## config.mk

```make
export PLATFORM = sky130hd
export DESIGN_NAME = lcc_tile
export DESIGN_NICKNAME = d
export VERILOG_FILES = /design/src/lcc_pkg.sv /design/src/lcc_sync.sv /design/src/lcc_storage.sv /design/src/lcc_tile.sv
export SDC_FILE = /design/constraint.sdc
export NUM_CORES = 1
export LEC_CHECK = 0
export ABC_AREA = 1
export BUFFER_PORTS_ARGS = -buffer_cell sky130_fd_sc_hd__buf_2
export CAP_MARGIN = 40
export CORE_MARGIN = 2
export CORE_UTILIZATION = 47
export DETAILED_ROUTE_END_ITERATION = 6
export PLACE_DENSITY_LB_ADDON = 0.2
export SETUP_SLACK_MARGIN = 0.15
export SYNTH_ARGS = -nofsm -noshare
export SYNTH_HDL_FRONTEND = slang
export SYNTH_SLANG_ARGS = --single-unit
export TNS_END_PERCENT = 10
```

## constraint.sdc

```tcl
create_clock -name i_clk -period 1.4 [get_ports i_clk]
set_input_delay 0.21 -clock i_clk [delete_from_list [all_inputs] [get_ports i_clk]]
set_output_delay 0.21 -clock i_clk [all_outputs]
set_load 0.03 [all_outputs]
```

## src/lcc_pkg.sv

```systemverilog
// Functional notes
// Four cells, each a four-input lookup table plus one storage element.
// Function mux joins lookup outputs of cells 0/1 and 2/3 into five-input functions.
// Each cell has a carry mux; four carry bits per tile, chained upward.
// Arithmetic takes two cells per bit; neighbour XORs half-sum with carry.
// An extra initialisation stage supplies the chain's starting carry.
// Chained carry muxes give AND and OR cascaded wide decode.
// Storage data comes from the lookup output or from direct_in.
// Each cell has a direct_in feed-through and a combinational lookup output; o_x and o_direct_out are registered one bus clock later.
// Flop mode loads data on active edge with enable high, clear low.
// Latch mode: rising-active latch is transparent while clock low.
// Shared tile clock with per-element polarity; inversion absorbed.
// Enable is active high; unconnected means active; low holds output.
// Tile clear is active high, forces zero, can be disabled per element.
// Global clear zeroes every element at power-up and when driven.
// Global clear comes from a pin, optionally inverted, or internal node.
// Four line drivers, each plain buffer or three-state under shared enable.
// Three-state control high gives high impedance, low passes input.
// Each line driver reaches two horizontal and two vertical long lines.
// Long lines keep their last level when undriven.
// Clears take priority over clock, enable and latch transparency.
package lcc_pkg;

  // ***********************************************************
  // Sizes and bus map
  // ***********************************************************
  localparam int NUM_CELLS = 4;
  localparam int LUT_INPUTS = 4;
  localparam int LUT_BITS = 16;
  localparam int LINES_PER_DRV = 2;
  localparam int NUM_LINES = 8;
  localparam int ADDR_W = 5;
  localparam int DATA_W = 32;
  localparam int SYNC_W = 2;

  localparam logic [4:0] OFF_LUT0 = 5'h00;
  localparam logic [4:0] OFF_LUT1 = 5'h04;
  localparam logic [4:0] OFF_LUT2 = 5'h08;
  localparam logic [4:0] OFF_LUT3 = 5'h0C;
  localparam logic [4:0] OFF_CELL_CFG = 5'h10;
  localparam logic [4:0] OFF_LINE_CFG = 5'h14;
  localparam logic [4:0] OFF_STATUS = 5'h18;

  // ***********************************************************
  // Reset values and field positions
  // ***********************************************************
  localparam logic [15:0] LUT_RESET = 16'h0000;
  localparam logic [31:0] CELL_CFG_RESET = 32'h00000000;
  localparam logic [31:0] CELL_CFG_MASK = 32'h1FFFFFFF;
  localparam logic [15:0] LINE_CFG_RESET = 16'h0000;
  localparam int STAT_Q_LSB = 0;
  localparam int STAT_X_LSB = 4;
  localparam int STAT_F5_LSB = 8;
  localparam int STAT_CARRY_LSB = 12;
  localparam int STAT_COUT_BIT = 16;

  // ***********************************************************
  // Carriers
  // ***********************************************************
  typedef struct packed {
    logic [2:0] reserved;
    logic gclr_inv;
    logic cascade_const;
    logic cascade;
    logic init_val;
    logic init_en;
    logic [3:0] ts_mode;
    logic [3:0] ce_dis;
    logic [3:0] clr_dis;
    logic [3:0] fall;
    logic [3:0] latch;
    logic [3:0] dsel_direct;
  } lcc_cell_cfg_type;

  typedef struct packed {
    logic [7:0] vconn;
    logic [7:0] hconn;
  } lcc_line_cfg_type;

endpackage : lcc_pkg

```

## src/lcc_sync.sv

```systemverilog
`timescale 1ns/1ps
module lcc_sync (
  // Clock and reset
  input wire logic i_clk,
  input wire logic i_resetn,
  // Levels from outside the clock domain
  input wire logic [lcc_pkg::SYNC_W-1:0] i_async,
  output logic [lcc_pkg::SYNC_W-1:0] o_sync
);

  logic [lcc_pkg::SYNC_W-1:0] meta_reg;
  logic [lcc_pkg::SYNC_W-1:0] meta_next;
  logic [lcc_pkg::SYNC_W-1:0] sync_reg;
  logic [lcc_pkg::SYNC_W-1:0] sync_next;

  always_comb begin
    meta_next = i_async;
    sync_next = meta_reg;
  end

  always_ff @(posedge i_clk) begin
    if (!i_resetn) begin
      meta_reg <= 2'h0;
      sync_reg <= 2'h0;
    end else begin
      meta_reg <= meta_next;
      sync_reg <= sync_next;
    end
  end

  assign o_sync = sync_reg;

endmodule : lcc_sync

```

## src/lcc_storage.sv

```systemverilog
`timescale 1ns/1ps
module lcc_storage (
  // Clock and reset
  input wire logic i_clk,
  input wire logic i_resetn,
  // Element controls
  input wire logic i_latch,
  input wire logic i_edge,
  input wire logic i_transparent,
  input wire logic i_ce,
  input wire logic i_clr,
  input wire logic i_d,
  // Stored value
  output logic o_q
);

  logic q_reg;
  logic q_next;

  always_comb begin
    q_next = q_reg;
    if (i_clr) begin
      q_next = 1'h0;
    end else if (i_ce) begin
      if (i_latch ? i_transparent : i_edge) begin
        q_next = i_d;
      end
    end
  end

  always_ff @(posedge i_clk) begin
    if (!i_resetn) begin
      q_reg <= 1'h0;
    end else begin
      q_reg <= q_next;
    end
  end

  assign o_q = q_reg;

endmodule : lcc_storage

```

## src/lcc_tile.sv

```systemverilog
// Our own choices: the Avalon-MM slave port and the register addresses.
`timescale 1ns/1ps
module lcc_tile (
  // Clock and reset
  input wire logic i_clk,
  input wire logic i_resetn,
  // Register bus
  input wire logic [lcc_pkg::ADDR_W-1:0] i_avs_address,
  input wire logic i_avs_read,
  input wire logic i_avs_write,
  input wire logic [lcc_pkg::DATA_W-1:0] i_avs_writedata,
  input wire logic [3:0] i_avs_byteenable,
  output logic [lcc_pkg::DATA_W-1:0] o_avs_readdata,
  output logic o_avs_waitrequest,
  // Cell inputs from routing
  input wire logic [15:0] i_lut_in,
  input wire logic [3:0] i_direct_in,
  input wire logic [1:0] i_f5_sel,
  input wire logic i_carry_in,
  // Shared storage controls
  input wire logic i_tile_clock,
  input wire logic i_tile_clock_enable,
  input wire logic i_tile_async_clear,
  input wire logic i_global_clear_net,
  input wire logic i_global_clear_node,
  // Line driver control
  input wire logic i_tile_output_enable,
  // Cell outputs
  output logic [3:0] o_q,
  output logic [3:0] o_x,
  output logic [3:0] o_direct_out,
  output logic [1:0] o_f5,
  output logic [3:0] o_cell_carry,
  output logic o_carry_out,
  // Long lines
  output logic [7:0] o_hline_out,
  output logic [7:0] o_hline_oe,
  output logic [7:0] o_vline_out,
  output logic [7:0] o_vline_oe
);

  // ***********************************************************
  // Configuration and bus state
  // ***********************************************************
  logic [15:0] lut_reg [lcc_pkg::NUM_CELLS];
  logic [15:0] lut_next [lcc_pkg::NUM_CELLS];
  lcc_pkg::lcc_cell_cfg_type cfg_reg;
  lcc_pkg::lcc_cell_cfg_type cfg_next;
  lcc_pkg::lcc_line_cfg_type line_cfg_reg;
  lcc_pkg::lcc_line_cfg_type line_cfg_next;
  logic wait_reg;
  logic wait_next;
  logic [31:0] rdata_reg;
  logic [31:0] rdata_next;
  logic [31:0] rd_mux;
  logic [31:0] status_word;
  logic bus_req;

  // ***********************************************************
  // Datapath state
  // ***********************************************************
  logic [3:0] x_reg;
  logic [3:0] x_next;
  logic [1:0] f5_reg;
  logic [1:0] f5_next;
  logic [3:0] dout_reg;
  logic [3:0] dout_next;
  logic [3:0] ccarry_reg;
  logic [3:0] ccarry_next;
  logic cout_reg;
  logic cout_next;
  logic [7:0] hout_reg;
  logic [7:0] hout_next;
  logic [7:0] hoe_reg;
  logic [7:0] hoe_next;
  logic [7:0] vout_reg;
  logic [7:0] vout_next;
  logic [7:0] voe_reg;
  logic [7:0] voe_next;
  logic clk_prev_reg;
  logic clk_prev_next;

  // ***********************************************************
  // Combinational cell nets
  // ***********************************************************
  logic [1:0] sync_out;
  logic tclk_s;
  logic gclr_s;
  logic gclr;
  logic rise;
  logic fall;
  logic [3:0] lut_out;
  logic [4:0] carry;
  logic [3:0] gen;
  logic [3:0] d_sel;
  logic [3:0] edge_act;
  logic [3:0] transp;
  logic [3:0] ce_eff;
  logic [3:0] clr_eff;
  logic [3:0] drv_on;
  logic [7:0] hoe_w;
  logic [7:0] voe_w;
  logic [7:0] lval_w;
  logic [3:0] q_w;

  function automatic logic [31:0] lcc_merge(input logic [31:0] old_v, input logic [31:0] new_v,
                                            input logic [3:0] be);
    logic [31:0] res;
    res = old_v;
    for (int b = 0; b < 4; b++) begin
      if (be[b]) begin
        res[8*b +: 8] = new_v[8*b +: 8];
      end
    end
    return res;
  endfunction : lcc_merge

  // ***********************************************************
  // Pin synchronisers
  // ***********************************************************
  // The tile clock is sampled, so its edges are only seen when each phase lasts one or more bus clocks.
  lcc_sync u_sync (
    .i_clk(i_clk),
    .i_resetn(i_resetn),
    .i_async({i_global_clear_net, i_tile_clock}),
    .o_sync(sync_out)
  );

  assign tclk_s = sync_out[0];
  assign gclr_s = sync_out[1];
  assign gclr = (gclr_s ^ cfg_reg.gclr_inv) | i_global_clear_node;
  assign rise = tclk_s & ~clk_prev_reg;
  assign fall = ~tclk_s & clk_prev_reg;
  assign carry[0] = cfg_reg.init_en ? cfg_reg.init_val : i_carry_in;

  // ***********************************************************
  // Cells
  // ***********************************************************
  for (genvar i = 0; i < lcc_pkg::NUM_CELLS; i++) begin : g_cell
    assign lut_out[i] = lut_reg[i][i_lut_in[4*i +: 4]];
    assign gen[i] = cfg_reg.cascade ? cfg_reg.cascade_const : i_lut_in[4*i];
    assign carry[i+1] = lut_out[i] ? carry[i] : gen[i];
    assign d_sel[i] = cfg_reg.dsel_direct[i] ? i_direct_in[i] : lut_out[i];
    assign edge_act[i] = cfg_reg.fall[i] ? fall : rise;
    assign transp[i] = cfg_reg.fall[i] ? tclk_s : ~tclk_s;
    assign ce_eff[i] = i_tile_clock_enable | cfg_reg.ce_dis[i];
    assign clr_eff[i] = gclr | (i_tile_async_clear & ~cfg_reg.clr_dis[i]);
    assign drv_on[i] = cfg_reg.ts_mode[i] ? ~i_tile_output_enable : 1'h1;
    for (genvar k = 0; k < lcc_pkg::LINES_PER_DRV; k++) begin : g_line
      assign hoe_w[2*i+k] = drv_on[i] & line_cfg_reg.hconn[2*i+k];
      assign voe_w[2*i+k] = drv_on[i] & line_cfg_reg.vconn[2*i+k];
      assign lval_w[2*i+k] = lut_out[i];
    end
    lcc_storage u_store (
      .i_clk(i_clk),
      .i_resetn(i_resetn),
      .i_latch(cfg_reg.latch[i]),
      .i_edge(edge_act[i]),
      .i_transparent(transp[i]),
      .i_ce(ce_eff[i]),
      .i_clr(clr_eff[i]),
      .i_d(d_sel[i]),
      .o_q(q_w[i])
    );
  end

  // ***********************************************************
  // Datapath registers
  // ***********************************************************
  always_comb begin
    x_next = lut_out;
    f5_next[0] = i_f5_sel[0] ? lut_out[1] : lut_out[0];
    f5_next[1] = i_f5_sel[1] ? lut_out[3] : lut_out[2];
    dout_next = i_direct_in;
    ccarry_next = carry[3:0];
    cout_next = carry[4];
    hoe_next = hoe_w;
    voe_next = voe_w;
    hout_next = (hoe_w & lval_w) | (~hoe_w & hout_reg);
    vout_next = (voe_w & lval_w) | (~voe_w & vout_reg);
    clk_prev_next = tclk_s;
  end

  always_ff @(posedge i_clk) begin
    if (!i_resetn) begin
      x_reg <= 4'h0;
      f5_reg <= 2'h0;
      dout_reg <= 4'h0;
      ccarry_reg <= 4'h0;
      cout_reg <= 1'h0;
      hout_reg <= 8'h00;
      hoe_reg <= 8'h00;
      vout_reg <= 8'h00;
      voe_reg <= 8'h00;
      clk_prev_reg <= 1'h0;
    end else begin
      x_reg <= x_next;
      f5_reg <= f5_next;
      dout_reg <= dout_next;
      ccarry_reg <= ccarry_next;
      cout_reg <= cout_next;
      hout_reg <= hout_next;
      hoe_reg <= hoe_next;
      vout_reg <= vout_next;
      voe_reg <= voe_next;
      clk_prev_reg <= clk_prev_next;
    end
  end

  // ***********************************************************
  // Register bus slave
  // ***********************************************************
  // One wait state: the first edge of a request latches read data, the second completes it.
  assign bus_req = i_avs_read | i_avs_write;

  always_comb begin
    status_word = 32'h00000000;
    status_word[lcc_pkg::STAT_Q_LSB +: 4] = q_w;
    status_word[lcc_pkg::STAT_X_LSB +: 4] = x_reg;
    status_word[lcc_pkg::STAT_F5_LSB +: 2] = f5_reg;
    status_word[lcc_pkg::STAT_CARRY_LSB +: 4] = ccarry_reg;
    status_word[lcc_pkg::STAT_COUT_BIT] = cout_reg;
    case (i_avs_address)
      lcc_pkg::OFF_LUT0: rd_mux = {16'h0000, lut_reg[0]};
      lcc_pkg::OFF_LUT1: rd_mux = {16'h0000, lut_reg[1]};
      lcc_pkg::OFF_LUT2: rd_mux = {16'h0000, lut_reg[2]};
      lcc_pkg::OFF_LUT3: rd_mux = {16'h0000, lut_reg[3]};
      lcc_pkg::OFF_CELL_CFG: rd_mux = cfg_reg;
      lcc_pkg::OFF_LINE_CFG: rd_mux = {16'h0000, line_cfg_reg};
      lcc_pkg::OFF_STATUS: rd_mux = status_word;
      default: rd_mux = 32'h00000000;
    endcase
  end

  always_comb begin
    logic [31:0] merged;
    merged = 32'h00000000;
    wait_next = 1'h1;
    rdata_next = rdata_reg;
    lut_next = lut_reg;
    cfg_next = cfg_reg;
    line_cfg_next = line_cfg_reg;
    if (bus_req && wait_reg) begin
      wait_next = 1'h0;
      rdata_next = i_avs_read ? rd_mux : 32'h00000000;
    end else if (i_avs_write) begin
      merged = lcc_merge(rd_mux, i_avs_writedata, i_avs_byteenable);
      case (i_avs_address)
        lcc_pkg::OFF_LUT0: lut_next[0] = merged[15:0];
        lcc_pkg::OFF_LUT1: lut_next[1] = merged[15:0];
        lcc_pkg::OFF_LUT2: lut_next[2] = merged[15:0];
        lcc_pkg::OFF_LUT3: lut_next[3] = merged[15:0];
        lcc_pkg::OFF_CELL_CFG: cfg_next = merged & lcc_pkg::CELL_CFG_MASK;
        lcc_pkg::OFF_LINE_CFG: line_cfg_next = merged[15:0];
        default: merged = 32'h00000000;
      endcase
    end
  end

  always_ff @(posedge i_clk) begin
    if (!i_resetn) begin
      wait_reg <= 1'h1;
      rdata_reg <= 32'h00000000;
      lut_reg <= '{default: lcc_pkg::LUT_RESET};
      cfg_reg <= lcc_pkg::CELL_CFG_RESET;
      line_cfg_reg <= lcc_pkg::LINE_CFG_RESET;
    end else begin
      wait_reg <= wait_next;
      rdata_reg <= rdata_next;
      lut_reg <= lut_next;
      cfg_reg <= cfg_next;
      line_cfg_reg <= line_cfg_next;
    end
  end

  // ***********************************************************
  // Outputs
  // ***********************************************************
  assign o_avs_readdata = rdata_reg;
  assign o_avs_waitrequest = wait_reg;
  assign o_q = q_w;
  assign o_x = x_reg;
  assign o_direct_out = dout_reg;
  assign o_f5 = f5_reg;
  assign o_cell_carry = ccarry_reg;
  assign o_carry_out = cout_reg;
  assign o_hline_out = hout_reg;
  assign o_hline_oe = hoe_reg;
  assign o_vline_out = vout_reg;
  assign o_vline_oe = voe_reg;
endmodule : lcc_tile

```

==> metrics <==
final setup vio count 20; CP Class flop to flop; Hold Vio Cnt, Final 0; CTS buffer count 17; hold crit path type input port to flop; Startpoint Class flop; TritonCTS clock tree done; Antenna Diode Count 0; Root Buffer clkbuf_16; GP Congestion 0.9868; R2R Path Start lut_reg[62]; WL final 32680 µm; Ports 158; clk_skew 7.476 ps; vias in the first global route 8489; commonest non-fill, non-tap cells in the layout nand2_1 (235), dfxtp_1 (156), buf_2 (144); share of layout cells above drive strength 1 0.3880; Reg clk slew, reported paths 70 ps; Peak supply drop 0.8699 mV; leak pwr 5.387 nW; nature of the critical path endpoint flop; Seq. cell area 3960 µm²; mean post-synth cell area 7.126 µm²; Initial DRC Count 1272; routed via count 9598; Total GRT Usage 0.3129; Post-synth top flop dfxtp_1; clock buffer depth 2; failing checks setup timing; Die H 138.5 µm; chip width 138.5 µm; Mapped Cells 1194; Vias per Instance 5.593; Post-synth EDFFs 0; unrepaired setup endpoints after global routing yes; Worst Path Max Fanout 3; Slew Limit Fails 0; Max Cap Viol 0; Arrival @ worst endpoint 1800 ps; max reg flops 64; WL/cell 19.05 µm; Worst EP required 1740 ps; GRT overflow 0; PwrDens 972.7 nW/µm²; Area Growth Syn to Fin 44.97%; Die ar. 19190 µm²; Port Buf Inserts 151; synthesized flop and latch total 195; Pre-antenna DRT Iters 7; outcome complete, but fails checks; Fill cells 1467; worst setup slack after layout -59.64 ps; antenna violations before repair 0; commonest non-fill, non-tap cell in the layout nand2_1; fin crit share 1.043; clk_lat worst skew 440 ps; largest net degree at the start of global routing 91; register area share after synthesis 0.4588; Num Clock Sinks 195; ys async rst share 0; Starting Density 0.4769; nets 1548; multi-input logic area 4527 µm²; Routed Antenna Nets 0; CTS H-Tree Depth 4; first-pass GRT wire length 47270 µm; area of the core 17840 µm²; Synth Cell Area 8508 µm²; Synth Warn # 0; Hold WS 29.59 ps; min cycle time layout 1460 ps; Std-Cell Rows 49; fmax 0.6851 GHz; Total Neg Setup Slack -550.1 ps; # DRC 0; Yosys cell types 34; HP Start i_avs_writedata[23]; crit path launch lut_reg[62]; post-detail-place hpwl 22880 µm
-- area by class of cell --
type,instances,share of cell area
Multi-Input combinational cell,798,0.3670
Clock inverter,14,0.01136
Clock buffer,18,0.03561
Timing Repair Buffer,328,0.1979
Inverter,134,0.04382
Sequential cell,195,0.3211
Tap cell,229,0.02323
-- metrics by stage --
step	worst slack, ps	total power [mW]	util	area [µm²]	cells
global route	-147.9	12.32	0.6914	12330	1716
CTS	1.557	11.80	0.6378	11380	1700
finish	-59.64	12.00	0.6914	12330	1716
detailed placement	-547.2	6.927	0.5852	10440	1652
floorplan	42.29	6.363	-	8556	1196
global placement	-531.5	6.922	0.5852	10440	1652
-- timing repair --
| item | CTS | global route |
|---|---|---|
| cloned | 0 | 7 |
| pin swaps | 35 | 62 |
| setup buffers | 8 | 9 |
| hold buffers | 8 | 0 |
| endpoints found under the setup margin | 150 | 168 |
| hold endpoints to repair | 8 | 0 |
| resized for setup | 104 | 237 |
-- report_power, final --
group          switching, mW  internal [mW]
Clock                   2.34           2.56
Sequential            0.0483           5.61
Combinational          0.906          0.535
-- final timing paths --
kind | depth (start not counted) | to | slack (ps)
worst max-delay path | 12 | o_carry_out | -60
worst min-delay path | 3 | cfg_reg[23] | 30
worst max register to register | 12 | o_carry_out | -60
worst min register to register | 2 | u_sync.o_sync[1] | 410
-- worst max-delay path, stage by stage, from the launching register on --
cell and delay [ps]:
dfxtp_2 340, inv_1 100, nand2_1 90, nand3_2 80, nand3_2 80, nand3_4 130, nand2_4 70, nand2_2 100
nand3_4 90, nand3_4 100, nand3_2 70, nand2_1 70, inv_1 40
-- per-layer routing --
metal / global-route usage / part of all wire
met5: 0 / 0
met2: 0.4713 / 0.44
met1: 0.4563 / 0.43
met4: 0.1101 / 0.030
met3: 0.05041 / 0.096
-- synth_stat cells (2+ instances only) --
cell type  count  share of area
buf_1          5         0.0022
o21ai_0      167          0.098
nand2_1      250           0.11
o21ai_1       10         0.0059
nand3b_1       2         0.0018
a21oi_1      162          0.095
nor2_2         2         0.0015
inv_1        127          0.056
a211oi_1       5         0.0044
buf_2         10         0.0059
nand4_1        5         0.0037
buf_4          9         0.0079
nand3_1       45          0.026
mux2i_1        3         0.0035
o21ai_2        4         0.0041
inv_2          7         0.0031
o21bai_2       2         0.0026
clkbuf_1      44          0.019
o22ai_1       13         0.0096
nor2_1        80          0.035
a31oi_1       13         0.0096
a22oi_1        4         0.0035
dfxtp_1      195           0.46
o211ai_1      16          0.014
nand3_2        5         0.0059
-- kinds of logic after synthesis --
kind of cell | share of synthesized area
AO/OA/AOI/OAI | 0.2493
AND/OR/NAND/NOR | 0.1878
buffers and inverters | 0.09588
flip-flops | 0.4588
multiplexers | 0.007794
other | 0.0004408
(Power assumes the default switching activity.)
